## src/rtl/acc_defines.vh

```
// Register map, field positions and reset values of the comparator control block.
// Assumes byte addressing on a 32-bit APB bus, one register to each aligned word.
`ifndef ACC_DEFINES_VH
`define ACC_DEFINES_VH

`define ACC_ADDR_W 4
`define ACC_OFF_CTRL0_C1 4'h0
`define ACC_OFF_CTRL1_C1 4'h4
`define ACC_OFF_CTRL0_C2 4'h8
`define ACC_OFF_CTRL1_C2 4'hC
`define ACC_OFF_MIRROR 4'h0
`define ACC_OFF_FLAGS 4'h4

// First control register fields
`define ACC_B_ENABLE 7
`define ACC_B_RESULT 6
`define ACC_B_PINOE 5
`define ACC_B_INVERT 4
`define ACC_B_SPEED 2
`define ACC_B_HYST 1
`define ACC_B_SYNC 0
`define ACC_CTRL0_WMASK 8'hB7
`define ACC_CTRL0_RESET 8'h04

// Second control register fields
`define ACC_B_RISE 7
`define ACC_B_FALL 6
`define ACC_B_PCH_HI 5
`define ACC_B_PCH_LO 4
`define ACC_B_NCH_HI 1
`define ACC_B_NCH_LO 0
`define ACC_CTRL1_WMASK 8'hF3
`define ACC_CTRL1_RESET 8'h00

// Positive channel select codes
`define ACC_PCH_PIN 2'b00
`define ACC_PCH_DAC 2'b01
`define ACC_PCH_FVR 2'b10
`define ACC_PCH_GND 2'b11

`endif

```

## src/rtl/acc_comparator_control.v

```verilog
// Digital control around two analog comparators: APB registers, polarity,
// sampling, timer-clock sync, edge flags, pin override and analog core controls.
// Assumes analog core results and the timer clock arrive asynchronous to mclk.
//
// Overview of operation
// - Enable bit runs the comparator; cleared, core is powered down.
// - Result readable in first control register and in shared mirror register.
// - Pin driven only with output enable set, direction cleared, comparator enabled.
// - Output enable overrides port latch with result, regardless of enable bit.
// - Internal result sampled each cycle; external output unlatched unless sync chosen.
// - Non-inverted: noninverting input below inverting input gives low.
// - Non-inverted: noninverting input above inverting input gives high.
// - Invert bit inverts result for every consumer; cleared passes it through.
// - Speed select resets to one, normal speed; zero means low power.
// - Hysteresis enable and speed select both go to the analog core.
// - Result offered as timer gate source; software should pick sync mode.
// - Sync mode latches result on falling edge of prescaled timer clock.
// - Rising and falling edges, when enabled, set a software-cleared event flag.
// - Positive select: 00 pin, 01 DAC, 10 reference, 11 ground.
`timescale 1ns/10ps
`include "acc_defines.vh"

module acc_comparator_control #(
  parameter NCH = 2
) (
  input wire mclk,
  input wire nrst,
  input wire psel,
  input wire penable,
  input wire pwrite,
  input wire [`ACC_ADDR_W+0:0] paddr,
  input wire [31:0] pwdata,
  output reg [31:0] prdata,
  output reg pready,
  output reg pslverr,
  input wire [NCH-1:0] rawCompare,
  input wire [NCH-1:0] pinDirection,
  input wire [NCH-1:0] portLatch,
  input wire timerClock,
  output reg [NCH-1:0] coreEnable,
  output reg [NCH-1:0] speedSelect,
  output reg [NCH-1:0] hysteresisEnable,
  output reg [2*NCH-1:0] positiveChannelSelect,
  output reg [2*NCH-1:0] negativeChannelSelect,
  output reg [NCH-1:0] pinOut,
  output reg [NCH-1:0] pinOutEn,
  output reg [NCH-1:0] timerGate,
  output reg [NCH-1:0] compareEventFlag
);

  // Address bit 4 picks the page: 0 control registers, 1 mirror and flags
  reg [7:0] ctrlFirst [0:NCH-1];
  reg [7:0] ctrlSecond [0:NCH-1];
  reg [NCH-1:0] rawMeta;
  reg [NCH-1:0] rawSync;
  reg [NCH-1:0] compareResult;
  reg [NCH-1:0] prevResult;
  reg [NCH-1:0] syncedResult;
  reg [NCH-1:0] flagClear;
  reg [2:0] tclkShift;
  reg [7:0] next_rdata;
  reg next_err;
  reg [NCH-1:0] next_result;
  reg [NCH-1:0] next_flag;
  reg [NCH-1:0] extResult;
  wire timerFall;
  wire access;
  wire wrStrobe;
  integer i;
  integer j;
  integer k;
  integer m;

  function [7:0] merge_byte;
    input [7:0] oldVal;
    input [7:0] newVal;
    input [7:0] mask;
    begin
      merge_byte = (oldVal & ~mask) | (newVal & mask);
    end
  endfunction

  // Falling edge of the (already prescaled) timer clock, from synchronised bits only
  assign timerFall = tclkShift[2] & ~tclkShift[1];
  assign access = psel & penable & ~pready;
  assign wrStrobe = access & pwrite & ~next_err;

  // Result with polarity applied; the core compares VP against VN
  always @* begin
    for (i = 0; i < NCH; i = i + 1) begin
      // Disabled core gives low before inversion
      next_result[i] = (rawSync[i] & ctrlFirst[i][`ACC_B_ENABLE]) ^
                       ctrlFirst[i][`ACC_B_INVERT];
    end
  end

  // Register read mux and decode
  always @* begin
    next_rdata = 8'h00;
    next_err = 1'b0;
    if (paddr[4] == 1'b0) begin
      if (paddr[3] && (NCH < 2)) begin
        next_err = 1'b1;
      end else if (paddr[1:0] != 2'b00) begin
        next_err = 1'b1;
      end else if (paddr[2] == 1'b0) begin
        next_rdata = ctrlFirst[paddr[3]];
        next_rdata[`ACC_B_RESULT] = compareResult[paddr[3]];
      end else begin
        next_rdata = ctrlSecond[paddr[3]];
      end
    end else begin
      if (paddr[3:0] == `ACC_OFF_MIRROR) begin
        next_rdata = {{(8-NCH){1'b0}}, compareResult};
      end else if (paddr[3:0] == `ACC_OFF_FLAGS) begin
        next_rdata = {{(8-NCH){1'b0}}, compareEventFlag};
      end else begin
        next_err = 1'b1;
      end
    end
  end

  // Flags: an edge in the clearing cycle wins over the clear
  always @* begin
    for (j = 0; j < NCH; j = j + 1) begin
      next_flag[j] = (compareEventFlag[j] & ~flagClear[j]) |
                     (compareResult[j] & ~prevResult[j] & ctrlSecond[j][`ACC_B_RISE]) |
                     (~compareResult[j] & prevResult[j] &
                      ctrlSecond[j][`ACC_B_FALL]);
      extResult[j] = ctrlFirst[j][`ACC_B_SYNC] ? syncedResult[j]
                                               : next_result[j];
    end
  end

  always @* begin
    flagClear = {NCH{1'b0}};
    if (wrStrobe && paddr[4] && paddr[3:0] == `ACC_OFF_FLAGS) begin
      // Write one to clear
      flagClear = pwdata[NCH-1:0];
    end
  end

  always @(posedge mclk or negedge nrst) begin
    if (!nrst) begin
      rawMeta <= {NCH{1'b0}};
      rawSync <= {NCH{1'b0}};
      tclkShift <= 3'b000;
    end else begin
      rawMeta <= rawCompare;
      rawSync <= rawMeta;
      tclkShift <= {tclkShift[1], tclkShift[0], timerClock};
    end
  end

  // Bus slave: one wait state, answer in the second access cycle
  always @(posedge mclk or negedge nrst) begin
    if (!nrst) begin
      pready <= 1'b0;
      pslverr <= 1'b0;
      prdata <= 32'h0000_0000;
    end else begin
      pready <= access;
      pslverr <= access & next_err;
      prdata <= (access && !pwrite) ? {24'h00_0000, next_rdata} : 32'h0000_0000;
    end
  end

  always @(posedge mclk or negedge nrst) begin
    if (!nrst) begin
      for (k = 0; k < NCH; k = k + 1) begin
        ctrlFirst[k] <= `ACC_CTRL0_RESET;
        ctrlSecond[k] <= `ACC_CTRL1_RESET;
      end
    end else if (wrStrobe && !paddr[4]) begin
      if (!paddr[2]) begin
        ctrlFirst[paddr[3]] <= merge_byte(ctrlFirst[paddr[3]], pwdata[7:0],
                                          `ACC_CTRL0_WMASK);
      end else begin
        ctrlSecond[paddr[3]] <= merge_byte(ctrlSecond[paddr[3]], pwdata[7:0],
                                           `ACC_CTRL1_WMASK);
      end
    end
  end

  // Channel datapath, one slice per comparator
  always @(posedge mclk or negedge nrst) begin
    if (!nrst) begin
      compareResult <= {NCH{1'b0}};
      prevResult <= {NCH{1'b0}};
      syncedResult <= {NCH{1'b0}};
      compareEventFlag <= {NCH{1'b0}};
      coreEnable <= {NCH{1'b0}};
      speedSelect <= {NCH{1'b1}};
      hysteresisEnable <= {NCH{1'b0}};
      positiveChannelSelect <= {2*NCH{1'b0}};
      negativeChannelSelect <= {2*NCH{1'b0}};
      pinOut <= {NCH{1'b0}};
      pinOutEn <= {NCH{1'b0}};
      timerGate <= {NCH{1'b0}};
    end else begin
      compareResult <= next_result;
      prevResult <= compareResult;
      compareEventFlag <= next_flag;
      for (m = 0; m < NCH; m = m + 1) begin
        if (timerFall) begin
          syncedResult[m] <= next_result[m];
        end
        coreEnable[m] <= ctrlFirst[m][`ACC_B_ENABLE];
        speedSelect[m] <= ctrlFirst[m][`ACC_B_SPEED];
        hysteresisEnable[m] <= ctrlFirst[m][`ACC_B_HYST];
        positiveChannelSelect[2*m+1] <= ctrlSecond[m][`ACC_B_PCH_HI];
        positiveChannelSelect[2*m] <= ctrlSecond[m][`ACC_B_PCH_LO];
        negativeChannelSelect[2*m+1] <= ctrlSecond[m][`ACC_B_NCH_HI];
        negativeChannelSelect[2*m] <= ctrlSecond[m][`ACC_B_NCH_LO];
        // Override of the latch does not depend on enable
        pinOut[m] <= ctrlFirst[m][`ACC_B_PINOE] ? extResult[m] : portLatch[m];
        pinOutEn[m] <= ctrlFirst[m][`ACC_B_PINOE] & ~pinDirection[m] &
                       ctrlFirst[m][`ACC_B_ENABLE];
        timerGate[m] <= extResult[m];
      end
    end
  end

endmodule

```

## config.mk

```make
export PLATFORM = sky130hd
export DESIGN_NAME = acc_comparator_control
export DESIGN_NICKNAME = d
export VERILOG_FILES = /design/src/rtl/acc_comparator_control.v
export VERILOG_INCLUDE_DIRS = /design/src /design/src/rtl
export SDC_FILE = /design/constraint.sdc
export NUM_CORES = 1
export LEC_CHECK = 0
export ABC_AREA = 1
export BUFFER_PORTS_ARGS = -buffer_cell sky130_fd_sc_hd__clkbuf_2
export CAP_MARGIN = 20
export CELL_PAD_IN_SITES_DETAIL_PLACEMENT = 0
export CELL_PAD_IN_SITES_GLOBAL_PLACEMENT = 1
export CORE_UTILIZATION = 28
export CTS_CLUSTER_DIAMETER = 50
export DETAILED_ROUTE_END_ITERATION = 6
export PLACE_DENSITY = 0.63
export SLEW_MARGIN = 20
export SYNTH_ARGS = -nofsm -noshare
export SYNTH_HDL_FRONTEND = slang
export SYNTH_SLANG_ARGS = --single-unit
```

## constraint.sdc

```tcl
create_clock -name mclk -period 1.81 [get_ports mclk]
set_clock_uncertainty 0.15 [all_clocks]
set_input_delay 0.362 -clock mclk [delete_from_list [all_inputs] [get_ports mclk]]
set_output_delay 0.362 -clock mclk [all_outputs]
set_load 0.1 [all_outputs]
```

Yosys cells after proc, flatten, opt, wreduce, memory -nomap -nowiden:

Index checks and enable logic that the tools add are counted.

* reductions and logical operators: 11
* $mul: 0
* add/sub/neg operators: 0
* bitwise operators: 43
* multiplexer cells: 27
* equal/unequal tests: 1
* order comparisons: 3
* divide/modulo/power cells: 0
* shift operators: 0

Operators with widths (count)
* 8-bit two-way mux: 11
* 16-bit bitwise mux: 2
* 1-bit bitwise AND: 22
* 1-bit inverter: 12
* 1-bit two-way mux: 10
* 8-bit demux with 1-bit select: 1
* 4-bit by 8-bit bitwise OR with 8-bit output: 1
* 7-bit by 8-bit bitwise OR with 8-bit output: 1
* 2-bit two-way mux: 3
* 1-bit logical AND: 5
* 4-bit by 3-bit equality test with 1-bit output (second input constant): 1
* 4-bit logical NOT: 1
* 1-bit bitwise OR: 4
* 2-bit AND reduction: 2
* 2-bit greater-or-equal comparator (second input constant): 1
* 1-bit logical NOT: 2
* 1-bit by 2-bit less-than comparator with 1-bit output (second input constant): 1
* 2-bit by 1-bit less-than comparator with 1-bit output (second input constant): 1
* 1-bit inverter with 2-bit output: 1
* 2-bit nonzero test: 1
* 1-bit bitwise XOR: 2

* output and inout bits: 56
* memories kept: 0
* ROM bits: 0
* bits in latches: 0
* RAM bits: 0
* flip-flop bits (word level): 77

Logic depth before layout (Yosys ltp):

* word-level depth: 13
* mapped depth: 9
* gate-level depth less buffers: 7

Worst setup path after synthesis:

OpenSTA, ideal clock, no wires.

* path type: reg2reg
* start point: register pready
* end point: register ctrlSecond[0] in the netlist's numbering
* setup slack: -0.037 ns
* stages on the path, launching flop included: 7
* data arrival time: 1.580 ns
* data required time: 1.543 ns
* clock period less this slack: 1.847 ns
* library setup time: 0.117 ns
* cells stage by stage: dfrtp_1 inv_1 nand4_1 nor2_8 nand3_2 nand2_1 nand2_1

* longest elaborated chain between the ends: 6

RTL lines
* start, declared: RTL line acc_comparator_control.v:34 `output reg pready,`
* start signal, assigned: RTL line acc_comparator_control.v:162 `pready <= access;`
* 1-bit inverter: RTL line acc_comparator_control.v:85 `assign access = psel & penable & ~pready;`
* 1-bit bitwise AND: RTL line acc_comparator_control.v:85
* 1-bit bitwise AND (2 in series): RTL line acc_comparator_control.v:86 `assign wrStrobe = access & pwrite & ~next_err;`
* 1-bit logical AND: RTL line acc_comparator_control.v:174 `end else if (wrStrobe && !paddr[4]) begin`
* 2-bit AND reduction (no line)
* end signal, assigned by index: RTL line acc_comparator_control.v:172 `` ctrlSecond[k] <= `ACC_CTRL1_RESET; ``
* end signal, assigned by index: RTL line acc_comparator_control.v:179 `ctrlSecond[paddr[3]] <= merge_byte(ctrlSecond[paddr[3]], pwdata[7:0],`
* end, declared: RTL line acc_comparator_control.v:53 `reg [7:0] ctrlSecond [0:NCH-1];`

No other way between the ends.
A chain may end at the register's enable or synchronous reset.

Worst setup path in the final report:

* start point: register compareEventFlag[0]
* end point: output port compareEventFlag[0]

RTL lines
* start, declared: RTL line acc_comparator_control.v:48 `output reg [NCH-1:0] compareEventFlag`
* start signal, assigned: RTL line acc_comparator_control.v:191 `compareEventFlag <= {NCH{1'b0}};`
* start signal, assigned: RTL line acc_comparator_control.v:203 `compareEventFlag <= next_flag;`

No word-level cell between the ends.

==> results.md <==
* Outcome: finished clean
* Die area at between 10000 and 15000 um2
* Family with the most delay on the worst path: buffers and inverters
* Crit path arrival time at about 1200 ps
* Area contributors post-synth: dfrtp_1 56%, nand2_1 12%, buf_4 5.7%
* Worst slew margin at approximately 64%
* Final min period at around 1700 ps
* Maximum root-to-sink buffer count at 2
* Post-synthesis sequential area ratio at slightly below 60%
* Clock Tree Root: clkbuf_16
* Post-synth EDFFs at 0
* Row count at 38
* Main synth FF type: dfrtp_1
* Tot Pwr at approximately 4.3 mW
* Worst hold stages at 2
* Fin worst setup slack at about 110 ps
* Post-synthesis register bit count at between 70 and 80
* Initial antenna violation count at 0
* Post-CTS Setup Bufs at 0
* Peak supply drop at 0.5734 mV
* CTS Hold Buffers Added at 4
* # clock sinks at 75
* Post-synth top area share at 55.86%
* DRT Pass-1 Iters at 4
* Synth warnings at 0
* Max Slew Vio Count at 0
* Area Growth Syn to Fin at 22.54%
* FFs w/ async S/R, synth at between 90% and 100%
* Most frequent cells in the layout: 102 x nand2_1, 70 x dfrtp_1, 52 x clkbuf_2, 25 x nand3_1, 25 x nand4_1
* Placeable Area at roughly 11000 um2
* Type of origin of the critical path: flip-flop
* Residual DRC at 0
* Final ANT Viol Nets at 0
* Vias in the first global route at about 2300
* Crit path kind: flip-flop to output port
* Die H at 108.6 um
* PortBufs at 55
* Fin. Hold Viols at 0
* CTS tree: yes
* Worst EP required at between 1000 and 1500 ps
* Yosys cell types at 25
* Number of diodes at 0
* Fmax achieved at between 500 and 600 MHz
* H-tree Lvls at 3
* First-pass GRT wire length at 11860 um
* WL final at between 7000 and 8000 um
* Slowest cell on the critical path: clkbuf_2
* Design area at 3897 um2
* Max_cap viols at 0
* Vias post-DR at about 2400
* Layout cell share with drive strength beyond 1 at between 20% and 30%
* PwrDens at between 1000 and 1500 nW/um2
* Gr usage total at 13.43%
* Worst path bufs/invs at 1
* Die width at around 110 um
* Cells after Synth at 340
* Critical Path Sink Type: output port
* Mapped cell area at ~3200 um2
* Leading cell type in the layout, fill and taps excluded: nand2_1
* CP peak stage delay at 470 ps
* Initial core utilization at between 20% and 30%
* Skew-Pair Late Insertion Delay at ~320 ps
* Crit path cell chain: clkbuf_2
* Final period utilization at roughly 94%
* RSZ-0062 raised after global routing: no
* GP Congestion at 0.7855
* Placed wire-length estimate at just under 5000 um
* Avg Inst Size Synth at between 9 and 10 um2
* Setup violations, final at 0
* Initial DRC count at 91
* Reg2Reg Depth at 6
* Post-CTS resize count at 0
* DP Area at approximately 3600 um2
* Pre-CTS WS at around 200 ps
* Io pins at 105
* Vias per cell at about 4.4
* Setup TNS at 0 ps
* Cell taking the most area after synthesis: dfrtp_1
* Worst Max-Slew Pin Slew at between 500 and 600 ps
* Fillers at 1166
* Grt total ovfl at 0
* CTS buffer count at 9
* WL per Instance at roughly 13 um
* CTS clk-pin slew, worst paths at 50 ps
* Pleak at about 2.0 nW
* Crit path max fanout at 3
* Hold WC Path Type: primary input to flip-flop
* Levels on crit path at 1
* Largest net degree at the start of global routing at 76
* Final net count at roughly 450
==> metrics by stage <==
stage | hold slack (ps) | utilization, % | cells
2_1_floorplan | -83.59 | - | 363
5_1_grt | 32.22 | 35.64 | 544
4_1_cts | 28.17 | 35.64 | 544
3_5_place_dp | 188.1 | 32.77 | 524
3_3_place_gp | 184.5 | 32.77 | 524
6_report | 35.01 | 35.64 | 544
==> registers in the layout (all words and copies together), names as in the netlist, 3 cells and up <==
register,count
ctrlFirst,14
ctrlSecond,16
negativeChannelSelect,4
positiveChannelSelect,4
prdata,8
tclkShift,3
==> per-layer routing <==
metal,up-vias,track usage [%],part of all wire [%]
li1,1173,-,-
met1,1127,17.54,46
met2,85,20.48,46
met3,9,5.003,7.2
met4,0,4.344,1.3
met5,-,0,0
==> Yosys cell counts, types with 4 or more instances <==
library cell    n
a21oi_1         5
buf_4          24
buf_2           8
nand2_1       102
dfrtp_1        71
nand4_1        25
nand3_1        25
inv_1          20
dfstp_2         4
nor2_1         13
clkbuf_1       10
nand3_2         4
o21ai_0         7
==> final timing paths <==
check                                         start                       end  slack (ps)
min in group asynchronous                      nrst  negativeChannelSelect[1]         450
worst max register to register               pready            ctrlSecond[12]         240
worst max-delay path            compareEventFlag[0]       compareEventFlag[0]         110
max in group asynchronous                      nrst             ctrlFirst[10]         730
worst min-delay path                pinDirection[0]               pinOutEn[0]          40
worst min register to register         tclkShift[0]              tclkShift[1]         200
==> cell type report <==
cell class / instances / area [um2] / area share [%]
Clock buffer: 14 / 264.0 / 6.774
Inverter: 23 / 86.33 / 2.215
Timing Repair Buffer: 69 / 460.4 / 11.81
Multi-Input combinational cell: 221 / 1018 / 26.13
Sequential cell: 75 / 1883 / 48.31
Tap cell: 140 / 175.2 / 4.494
Clock inverter: 2 / 10.01 / 0.2568
==> cell families (layout without fill, tap and decap cells) <==
logic type | count (synthesis) | after routing | share of synthesized area, %
AOI/OAI and AO/OA | 19 | 19 | 3.225
buffers and inverters | 67 | 108 | 11.53
DFF | 75 | 75 | 59.17
other | 1 | 24 | 0.1179
and+or+nand+nor | 178 | 178 | 25.96
==> power breakdown <==
group	leakage (nW)	total, mW	switching [mW]	internal [mW]
sequential	0.986	1.84	0.0628	1.78
clock	0.137	1.62	0.622	0.999
combinational	0.911	0.812	0.678	0.134
total	2.03	4.27	1.36	2.91
Note: power is estimated with default switching activity, not from simulation.
